==> src/rtl/fct_pkg.sv <==
// Shared constants for the FDL codeword message transceiver.
// Assumes an 8-bit processor port with one-cycle read and write strobes.
package fct_pkg;

   // -------------------------------------------------------------------
   // Register offsets
   // -------------------------------------------------------------------
   localparam logic [7:0] CTRL_OFFSET = 8'hA0;
   localparam logic [7:0] TX_CW_OFFSET = 8'hA1;
   localparam logic [7:0] RX_CW_OFFSET = 8'hA2;
   localparam logic [7:0] STATUS_OFFSET = 8'hA3;

   // -------------------------------------------------------------------
   // Control register fields
   // -------------------------------------------------------------------
   localparam int CTRL_RX_SEARCH_BIT = 7;
   localparam int CTRL_RX_INTEG_BIT = 6;
   localparam int CTRL_RX_LEN_LSB = 4;
   localparam int CTRL_TX_LEN_LSB = 2;
   localparam int CTRL_TX_MODE_LSB = 0;
   localparam logic [7:0] CTRL_RESET = 8'h00;

   // Receive codeword register flags
   localparam int RX_LOST_BIT = 7;
   localparam int RX_FRESH_BIT = 6;
   localparam logic [5:0] CW_RESET = 6'h00;

   // Status register flags
   localparam int STAT_TX_ACTIVE_BIT = 7;
   localparam int STAT_RX_ACTIVE_BIT = 6;

   // -------------------------------------------------------------------
   // Encodings and counts
   // -------------------------------------------------------------------
   localparam logic [1:0] LEN_ONE = 2'h0;
   localparam logic [1:0] LEN_TEN = 2'h1;
   localparam logic [1:0] LEN_25 = 2'h2;
   localparam logic [1:0] LEN_CONT = 2'h3;
   localparam logic [1:0] MODE_CW_PRIO = 2'h2;
   localparam logic [1:0] MODE_DL_PRIO = 2'h3;
   localparam logic [4:0] COUNT_ONE = 5'h01;
   localparam logic [4:0] COUNT_TEN = 5'h0A;
   localparam logic [4:0] COUNT_25 = 5'h19;
   localparam logic [4:0] COUNT_MAX = 5'h1F;
   localparam logic [7:0] FLAG_ONES = 8'hFF;
   localparam logic [3:0] PATTERN_LAST_BIT = 4'hF;
   // One pattern lasts 16 FDL bits, 4 ms at the 4 kbit/s FDL rate
   localparam int PATTERN_MS = 4;

   typedef enum logic [2:0] {
      TX_IDLE = 3'b001,
      TX_WAIT = 3'b010,
      TX_SEND = 3'b100
   } fct_tx_state_t;

   // Pattern count for a length code; the continuous code also returns one
   function automatic logic [4:0] fct_len_count(input logic [1:0] sel);
      case (sel)
         LEN_TEN: fct_len_count = COUNT_TEN;
         LEN_25: fct_len_count = COUNT_25;
         default: fct_len_count = COUNT_ONE;
      endcase
   endfunction

endpackage

==> src/rtl/fct_rx_pattern_finder.sv <==
// Serial search for one 16-bit codeword pattern in the received FDL bits.
// Assumes bit_en_i pulses once per FDL bit, bits arriving first bit first.
`timescale 1ns/1ns
module fct_rx_pattern_finder
   import fct_pkg::*;
(
   input wire logic clk_i,
   input wire logic reset_i,
   input wire logic enable_i,
   input wire logic bit_en_i,
   input wire logic bit_i,
   output logic found_o,
   output logic [5:0] codeword_o
);

   logic [15:0] shift_q;
   logic [15:0] shift_d;
   logic match;

   assign shift_d = {bit_i, shift_q[15:1]};
   // Eight ones first, then a zero, six codeword bits and a closing zero
   assign match = (shift_d[7:0] == FLAG_ONES) && !shift_d[8] && !shift_d[15];

   always_ff @(posedge clk_i or posedge reset_i) begin
      if (reset_i) begin
         shift_q <= 16'h0000;
         found_o <= 1'b0;
         codeword_o <= CW_RESET;
      end else if (!enable_i) begin
         shift_q <= 16'h0000;
         found_o <= 1'b0;
      end else if (bit_en_i) begin
         // Flushing after a hit keeps one pattern from being seen twice
         shift_q <= match ? 16'h0000 : shift_d;
         found_o <= match;
         if (match) begin
            codeword_o <= shift_d[14:9];
         end
      end else begin
         found_o <= 1'b0;
      end
   end

endmodule

==> src/rtl/fct_tx_pattern_shifter.sv <==
// Shifts one 16-bit codeword pattern out, first bit first.
// Assumes the caller loads a codeword and strobes shift_i once per FDL bit.
`timescale 1ns/1ns
module fct_tx_pattern_shifter
   import fct_pkg::*;
(
   input wire logic clk_i,
   input wire logic reset_i,
   input wire logic load_i,
   input wire logic [5:0] codeword_i,
   input wire logic shift_i,
   output logic bit_o,
   output logic last_o
);

   logic [15:0] pattern_q;
   logic [3:0] index_q;

   assign bit_o = pattern_q[0];
   assign last_o = shift_i && (index_q == PATTERN_LAST_BIT);

   always_ff @(posedge clk_i or posedge reset_i) begin
      if (reset_i) begin
         pattern_q <= {1'b0, CW_RESET, 1'b0, FLAG_ONES};
         index_q <= 4'h0;
      end else if (load_i) begin
         pattern_q <= {1'b0, codeword_i, 1'b0, FLAG_ONES};
         index_q <= 4'h0;
      end else if (shift_i) begin
         pattern_q <= {1'b0, pattern_q[15:1]};
         index_q <= index_q + 4'h1;
      end
   end

endmodule

==> src/rtl/fct_transceiver.sv <==
// FDL codeword message transceiver: register port, receive qualification
// and transmit sequencing with priority against the first data link.
// Assumes the framer supplies one-cycle bit strobes for the FDL slot bits
// chosen for the first data-link controller, and runs on the line clock.
//
// What this block does
// - Search enabled receiver scans for codeword patterns
// - Search disabled receiver detects and reports nothing
// - Receive length selects 1, 10, 25 or change
// - Qualified message loads codeword and raises interrupt
// - Gaps allowed; different codeword restarts qualification
// - Change mode updates on each different pattern
// - Write sends 1, 10, 25 or endless patterns
// - Interrupt at message start; next write after it
// - Message done with nothing queued returns output
// - Changing transmit length ends continuous repetition
// - Mode field: disabled, codeword priority, link priority
// - Codeword priority preempts link output until done
// - Link buffer writes stay accepted during codeword output
// - Link priority waits for empty buffer and idle
// - Continuous message yields at the pattern boundary
// - Transmit codeword in bits five to zero
// - Pattern is eight ones, zero, codeword, zero
// - Uses the first data link's slot bits
// - Update sets fresh flag; read clears it
// - Update while fresh sets the overwrite flag
`timescale 1ns/1ns
module fct_transceiver
   import fct_pkg::*;
(
   input wire logic clk_i,
   input wire logic reset_i,
   input wire logic [7:0] reg_addr_i,
   input wire logic reg_wr_i,
   input wire logic reg_rd_i,
   input wire logic [7:0] reg_wdata_i,
   output logic [7:0] reg_rdata_o,
   input wire logic fdl_rx_bit_en_i,
   input wire logic fdl_rx_bit_i,
   input wire logic fdl_tx_bit_en_i,
   input wire logic datalink_one_tx_bit_i,
   input wire logic datalink_one_buf_empty_i,
   input wire logic datalink_one_tx_idle_i,
   output logic fdl_tx_bit_o,
   output logic datalink_one_suspend_o,
   output logic rx_codeword_irq_o,
   output logic tx_codeword_irq_o,
   output logic tx_active_o,
   output logic rx_active_o
);
   import fct_pkg::*;

   // ------------------------------------------------------------------
   // Register port
   // ------------------------------------------------------------------
   logic [7:0] ctrl_q;
   logic [5:0] tx_codeword_q;
   logic [5:0] rx_codeword_q;
   logic rx_codeword_fresh_q;
   logic rx_codeword_overwritten_q;
   logic tx_req_q;
   logic rx_search_enable;
   logic rx_pattern_integration;
   logic [1:0] rx_message_length_sel;
   logic [1:0] tx_message_length_sel;
   logic [1:0] tx_priority_mode;
   logic tx_enabled;
   logic dl_prio;
   logic wr_ctrl;
   logic wr_tx_cw;
   logic rd_rx_cw;

   assign rx_search_enable = ctrl_q[CTRL_RX_SEARCH_BIT];
   assign rx_pattern_integration = ctrl_q[CTRL_RX_INTEG_BIT];
   assign rx_message_length_sel = ctrl_q[CTRL_RX_LEN_LSB +: 2];
   assign tx_message_length_sel = ctrl_q[CTRL_TX_LEN_LSB +: 2];
   assign tx_priority_mode = ctrl_q[CTRL_TX_MODE_LSB +: 2];
   assign tx_enabled = tx_priority_mode[1];
   assign dl_prio = (tx_priority_mode == MODE_DL_PRIO);
   assign wr_ctrl = reg_wr_i && (reg_addr_i == CTRL_OFFSET);
   assign wr_tx_cw = reg_wr_i && (reg_addr_i == TX_CW_OFFSET);
   assign rd_rx_cw = reg_rd_i && (reg_addr_i == RX_CW_OFFSET);

   always_ff @(posedge clk_i or posedge reset_i) begin
      if (reset_i) begin
         ctrl_q <= CTRL_RESET;
      end else if (wr_ctrl) begin
         ctrl_q <= reg_wdata_i;
      end
   end

   // Unmapped offsets read as zero; reads take one cycle
   always_ff @(posedge clk_i or posedge reset_i) begin
      if (reset_i) begin
         reg_rdata_o <= 8'h00;
      end else if (reg_rd_i) begin
         case (reg_addr_i)
            CTRL_OFFSET: reg_rdata_o <= ctrl_q;
            TX_CW_OFFSET: reg_rdata_o <= {2'b00, tx_codeword_q};
            RX_CW_OFFSET: reg_rdata_o <= {rx_codeword_overwritten_q, rx_codeword_fresh_q,
                                          rx_codeword_q};
            STATUS_OFFSET: reg_rdata_o <= {tx_active_o, rx_active_o, 6'h00};
            default: reg_rdata_o <= 8'h00;
         endcase
      end
   end

   // ------------------------------------------------------------------
   // Receive qualification
   // ------------------------------------------------------------------
   logic found;
   logic [5:0] found_cw;
   logic [5:0] cand_q;
   logic [4:0] cnt_q;
   logic [4:0] cnt_d;
   logic done_q;
   logic new_cand;
   logic [4:0] need;
   logic change_mode;
   logic qualify;

   // Slot bit strobes are those of the first data-link controller
   fct_rx_pattern_finder u_finder (
      .clk_i(clk_i),
      .reset_i(reset_i),
      .enable_i(rx_search_enable),
      .bit_en_i(fdl_rx_bit_en_i),
      .bit_i(fdl_rx_bit_i),
      .found_o(found),
      .codeword_o(found_cw)
   );

   assign change_mode = (rx_message_length_sel == LEN_CONT);
   // Integration asks for one more identical pattern; an errored one restarts
   assign need = fct_len_count(rx_message_length_sel) +
                 {4'h0, rx_pattern_integration};
   assign new_cand = (cnt_q == 5'h00) || (found_cw != cand_q);

   always_comb begin
      cnt_d = cnt_q;
      if (found) begin
         if (new_cand) begin
            cnt_d = COUNT_ONE;
         end else if (cnt_q != COUNT_MAX) begin
            cnt_d = cnt_q + 5'h01;
         end
      end
   end

   // Bits between patterns are ignored, so gaps never break a count
   assign qualify = rx_search_enable && found && (cnt_d == need) &&
                    (new_cand || !done_q) &&
                    (!change_mode || found_cw != rx_codeword_q);

   always_ff @(posedge clk_i or posedge reset_i) begin
      if (reset_i) begin
         cand_q <= CW_RESET;
         cnt_q <= 5'h00;
         done_q <= 1'b0;
      end else if (!rx_search_enable) begin
         cnt_q <= 5'h00;
         done_q <= 1'b0;
      end else if (found) begin
         cand_q <= found_cw;
         cnt_q <= cnt_d;
         done_q <= qualify || (done_q && !new_cand);
      end
   end

   always_ff @(posedge clk_i or posedge reset_i) begin
      if (reset_i) begin
         rx_codeword_q <= CW_RESET;
         rx_codeword_fresh_q <= 1'b0;
         rx_codeword_overwritten_q <= 1'b0;
         rx_codeword_irq_o <= 1'b0;
      end else begin
         rx_codeword_irq_o <= qualify;
         if (qualify) begin
            rx_codeword_q <= found_cw;
            // Set wins over a read in the same cycle
            rx_codeword_fresh_q <= 1'b1;
            if (rx_codeword_fresh_q && !rd_rx_cw) begin
               rx_codeword_overwritten_q <= 1'b1;
            end
         end else if (rd_rx_cw) begin
            rx_codeword_fresh_q <= 1'b0;
            rx_codeword_overwritten_q <= 1'b0;
         end
      end
   end

   always_ff @(posedge clk_i or posedge reset_i) begin
      if (reset_i) begin
         rx_active_o <= 1'b0;
      end else begin
         rx_active_o <= rx_search_enable && (cnt_d != 5'h00) && !(done_q && !new_cand);
      end
   end

   // ------------------------------------------------------------------
   // Transmit sequencing
   // ------------------------------------------------------------------
   fct_tx_state_t state_q;
   logic msg_open_q;
   logic [5:0] cur_cw_q;
   logic [4:0] remain_q;
   logic grant;
   logic start_msg;
   logic load;
   logic shift;
   logic shift_bit;
   logic last;
   logic msg_end;
   logic yield;

   // Writes while disabled are dropped; set wins over the start clear
   always_ff @(posedge clk_i or posedge reset_i) begin
      if (reset_i) begin
         tx_codeword_q <= CW_RESET;
         tx_req_q <= 1'b0;
      end else if (wr_tx_cw && tx_enabled) begin
         tx_codeword_q <= reg_wdata_i[5:0];
         tx_req_q <= 1'b1;
      end else if (start_msg || !tx_enabled) begin
         tx_req_q <= 1'b0;
      end
   end

   // Codeword priority takes the slot at once, well inside eight bits
   assign grant = !dl_prio ||
                  (datalink_one_buf_empty_i && datalink_one_tx_idle_i);
   assign start_msg = (state_q == TX_WAIT) && tx_enabled && grant && !msg_open_q;
   assign load = (state_q == TX_WAIT) && tx_enabled && grant;
   assign shift = (state_q == TX_SEND) && fdl_tx_bit_en_i;
   // Continuous messages end only when the length field leaves that code or the mode field disables transmit
   function automatic logic [4:0] tx_end_count(input logic [1:0] sel,
                                               input logic [4:0] rem);
      if (sel == LEN_CONT) begin
         tx_end_count = rem + 5'h01;
      end else begin
         tx_end_count = COUNT_ONE;
      end
   endfunction

   assign msg_end = (remain_q == tx_end_count(tx_message_length_sel, remain_q));
   assign yield = dl_prio && !datalink_one_buf_empty_i;

   fct_tx_pattern_shifter u_shifter (
      .clk_i(clk_i),
      .reset_i(reset_i),
      .load_i(load || (last && !msg_end && !yield)),
      .codeword_i(start_msg ? tx_codeword_q : cur_cw_q),
      .shift_i(shift),
      .bit_o(shift_bit),
      .last_o(last)
   );

   always_ff @(posedge clk_i or posedge reset_i) begin
      if (reset_i) begin
         state_q <= TX_IDLE;
         msg_open_q <= 1'b0;
         cur_cw_q <= CW_RESET;
         remain_q <= 5'h00;
      end else if (!tx_enabled) begin
         state_q <= TX_IDLE;
         msg_open_q <= 1'b0;
      end else begin
         case (state_q)
            TX_IDLE: begin
               if (tx_req_q) begin
                  state_q <= TX_WAIT;
               end
            end
            TX_WAIT: begin
               if (grant) begin
                  state_q <= TX_SEND;
                  if (start_msg) begin
                     msg_open_q <= 1'b1;
                     cur_cw_q <= tx_codeword_q;
                     remain_q <= fct_len_count(tx_message_length_sel);
                  end
               end
            end
            TX_SEND: begin
               if (last) begin
                  if (msg_end) begin
                     msg_open_q <= 1'b0;
                     // Nothing queued hands the slot back to the link
                     state_q <= tx_req_q ? TX_WAIT : TX_IDLE;
                  end else begin
                     if (tx_message_length_sel != LEN_CONT) begin
                        remain_q <= remain_q - 5'h01;
                     end
                     if (yield) begin
                        state_q <= TX_WAIT;
                     end
                  end
               end
            end
            default: begin
               state_q <= TX_IDLE;
               msg_open_q <= 1'b0;
            end
         endcase
      end
   end

   // The link buffer is never blocked here; only its output is held
   always_ff @(posedge clk_i or posedge reset_i) begin
      if (reset_i) begin
         fdl_tx_bit_o <= 1'b1;
         datalink_one_suspend_o <= 1'b0;
         tx_codeword_irq_o <= 1'b0;
         tx_active_o <= 1'b0;
      end else begin
         if (fdl_tx_bit_en_i) begin
            fdl_tx_bit_o <= (state_q == TX_SEND) ? shift_bit : datalink_one_tx_bit_i;
         end
         datalink_one_suspend_o <= (state_q == TX_SEND) || load;
         tx_codeword_irq_o <= start_msg;
         tx_active_o <= msg_open_q || start_msg;
      end
   end

endmodule

==> config.mk <==
export PLATFORM = sky130hd
export DESIGN_NAME = fct_transceiver
export DESIGN_NICKNAME = d
export VERILOG_FILES = /design/src/rtl/fct_pkg.sv /design/src/rtl/fct_rx_pattern_finder.sv /design/src/rtl/fct_tx_pattern_shifter.sv /design/src/rtl/fct_transceiver.sv
export SDC_FILE = /design/constraint.sdc
export NUM_CORES = 1
export LEC_CHECK = 0
export ABC_AREA = 1
export BUFFER_PORTS_ARGS = -buffer_cell sky130_fd_sc_hd__buf_2
export CAP_MARGIN = 10
export CORE_MARGIN = 10
export CORE_UTILIZATION = 42
export CTS_CLUSTER_DIAMETER = 50
export CTS_CLUSTER_SIZE = 20
export DETAILED_ROUTE_END_ITERATION = 8
export GPL_TIMING_DRIVEN = 0
export SLEW_MARGIN = 40
export SYNTH_ARGS = -nofsm -noshare
export SYNTH_HDL_FRONTEND = slang
export SYNTH_HIERARCHICAL = 1
export SYNTH_SLANG_ARGS = --single-unit
==> constraint.sdc <==
create_clock -name clk_i -period 3.3 [get_ports clk_i]
set_clock_uncertainty 0.15 [all_clocks]
set_input_delay 0.33 -clock clk_i [delete_from_list [all_inputs] [get_ports clk_i]]
set_output_delay 0.33 -clock clk_i [all_outputs]
set_load 0.01 [all_outputs]
==> results.md <==
- RSZ-0062 raised after global routing: false
- Mapped Area: 0.00539 sq mm
- Final Setup Violations: 0
- Die area: 0.0178 sq mm
- DRC viols: 0
- Port Buffers: 39
- Startpoint types: register
- Final slew viol count: 0
- Fin nets: 745
- CP arrival: 3.02 ns
- CORE AREA: 0.0126 sq mm
- H-tree lvl count: 3
- Critical-path maximum fanout: 10
- Fin Setup TNS: 0 ns
- Max-slew headroom: 53.6%
- Synth Net Count: 693
- Final core utilization: 49.0%
- XOR/XNOR share of the synthesized area: 0.813%
- Measured slew at the worst slew-check pin: 0.696 ns
- Avg Synthesized Cell Area: 8.25 sq um
- Die X: 133 microns
- Area Overhead vs Synth: 14.3%
- Crit Reg-Reg Startpoint: state_q[1]
- Final Hold Fails: 0
- Final worst path period share: 89.0%
- Drt pass-1 iters: 5
- Synthesized flop and latch total: 105
- Clk root buf: clkbuf_16
- EDFF count, synth: 0
- Static leakage: 3.19 nW
- Detail Route Antenna Nets: 0
- GPL Wtd Cong: 0.867
- GRT Overall Usage: 13.9%
- Required @ worst endpoint: 3.38 ns
- # fillers: 1233
- # diodes: 0
- Crit path launch: state_q[1]
- Clock buffer count from CTS: 9
- Pre-CTS setup slack: 0.0265 ns
- Critical path buffers and inverters: 5
- Clock latency on the worst-skew pair: 0.35 ns
- DP HPWL: 8730 microns
- Clock Path Buffers: 2
- Outcome: completed
- Site row count: 41
- Synth Area in Compound Gates: 11.7%
- Sequential cell area: 0.00264 sq mm
- TritonCTS clock tree: done
- Cells after Synth: 653
- Sequential share of the synthesized area: 49.0%
- Total routed wirelength: 11600 microns
- Most frequent cells in the layout: 189 x nand2_1, 95 x dfrtp_1, 78 x inv_1
- Total gr overflow: 0
- Initial Util: 42.9%
- First-pass GRT wire length: 20600 microns
- Worst-path clk slew: 0.07 ns
- Max incr delay on CP: 0.42 ns
- Main synth FF type: dfrtp_1
- Largest net degree at the start of global routing: 37
- Minimum clock period: 2.94 ns
- Cell Pwr Density: 437 mW/mm^2
- Critical path type: register to register
- Worst setup EP type: register
- Fin worst setup slack: 0.364 ns
- CTS sink cnt: 105
- Max-cap violation count: 0
- Drt via density: 4.81
- Most common cell after layout, fill and taps aside: nand2_1
- Fraction of registers with async set/reset: 100%
- Worst hold path type: primary input to register
- Crit path top cell by count: inv_2
- Top cell family by delay on the critical path: simple AND/OR/NAND/NOR gates
- Crit-path cells: nor3_4 > inv_2 > nor2_2 > and3_1 > and2_1 > nand2_1 > o21ai_0 > buf_6 > inv_2 > nand2_4 > inv_2 > buf_6 > nand2_1 > nand3_1
- Multi-input gate area: 0.00229 sq mm
- Largest family of logic cells by synthesized area: simple AND/OR/NAND/NOR gates
- Multiplexer share of the synthesized area: 0.186%
- Peak Freq: 0.341 GHz
- Vias post-DR: 4246
- Worst path slowest cell: dfrtp_1
- Hold path start: reg_rd_i
- Detailed router's first-iteration violation count: 268
- DR WL/cell: 13.1 microns
- Vias in the first global route: 4285
- DIE HEIGHT: 133 microns
- Simple-Gate Fraction of Synth Area: 26.4%
- Layout cells sized above 1: 20.7%
- Antenna violations before repair: 0
- Synth cell types: 45
- Ys Warns: 6
- I/O pins: 40
- Adder-cell area share of the yosys netlist: 3.25%
- Worst VDD drop: 212 uV
## layer usage
metal / GRT usage [%] / vias up / routed length [microns] / part of all wire (%)
met2: 23.0 / 61 / 5760 / 50
met5: 0 / - / 0 / 0
met1: 17.4 / 1995 / 5240 / 45
met3: 2.52 / 17 / 360 / 3.1
met4: 5.99 / 0 / 233 / 2.0
li1: - / 2173 / - / -
## synth_stat cells (all sizes together) (2+ instances only)
library cell	count	area, sq um
o211ai	3	22.5
buf	8	71.3
nand3b	2	15.0
nor3	6	35.0
nand4	9	62.6
o22ai	3	18.8
a21oi	19	98.9
xor2	4	35.0
o21ai	65	385
and3	2	12.5
dfrtp	95	2380
nor4	4	46.3
a22oi	8	60.1
inv	101	379
nor2	61	292
clkbuf	4	15.0
ha	14	175
nand3	21	123
nand2	205	820
dfstp	10	263
## cells by family after synthesis
| family | after synthesis |
|---|---|
| buffers and inverters | 113 |
| DFF | 105 |
| muxes | 1 |
| adders and majority gates | 14 |
| AOI/OAI and AO/OA | 102 |
| xor gates and xnor gates | 5 |
| and+or+nand+nor | 313 |
## flip-flops by register name, indices dropped and copies added, names as in the netlist, 3 cells and up
name / count
ctrl_q: 8
u_finder/shift_q: 15
u_shifter/index_q: 4
rx_codeword_q: 6
tx_codeword_q: 6
state_q: 3
cur_cw_q: 6
u_shifter/pattern_q: 15
remain_q: 5
cnt_q: 5
reg_rdata_o: 8
cand_q: 6
u_finder/codeword_o: 6
## stage by stage
| stage | cells | total power, W | hold slack [ns] | area (sq um) |
|---|---|---|---|---|
| after floorplan | 653 | 0.00150 | 0.125 | 5390 |
| after global placement | 864 | 0.00155 | 0.299 | 5800 |
| after detailed placement | 865 | 0.00156 | 0.232 | 5820 |
| after CTS | 882 | 0.00273 | 0.0681 | 6150 |
| after global routing | 882 | 0.00281 | 0.0741 | 6160 |
| final | 882 | 0.00269 | 0.0747 | 6160 |
## worst reg2reg max path, delay by kind of cell (launching register included)
kind / cells / cell delay [ns]
AO/OA/AOI/OAI: 1 / 0.26
buffers and inverters: 5 / 0.59
flip-flops: 1 / 0.42
AND/OR/NAND/NOR: 8 / 1.37
## power breakdown
| part | internal [W] | total, W | switching [W] | leakage (nW) |
|---|---|---|---|---|
| Sequential | 0.00133 | 0.00136 | 0.0000280 | 1.39 |
| Clock | 0.000685 | 0.00116 | 0.000479 | 0.159 |
| Combinational | 0.0000613 | 0.000175 | 0.000114 | 1.65 |
## final cells by class
cell class	count	share of cell area, %
timing repair buffer	41	3.65
tap	172	3.49
inverter	101	6.19
buffer	12	1.40
clock buffer	11	3.94
clock inverter	5	1.28
multi-input combinational	435	37.2
sequential	105	42.8
## final timing paths
kind | to | slack [ns] | cells after the start
worst min register to register | cur_cw_q[5] | 0.32 | 2
worst max register to register | u_shifter/pattern_q[9] | 0.36 | 14
max in group asynchronous | fdl_tx_bit_o | 2.02 | 4
worst max-delay path | u_shifter/pattern_q[9] | 0.36 | 14
worst min-delay path | reg_rdata_o[7] | 0.07 | 3
min in group asynchronous | cand_q[3] | 0.40 | 3
## timing repair
item	in CTS	in global routing
setup endpoints to repair	0	19
gates resized for setup	0	2
hold buffers	1	0
hold endpoints to repair	50	0
buffers inserted	0	0
(Power assumes the default switching activity.)
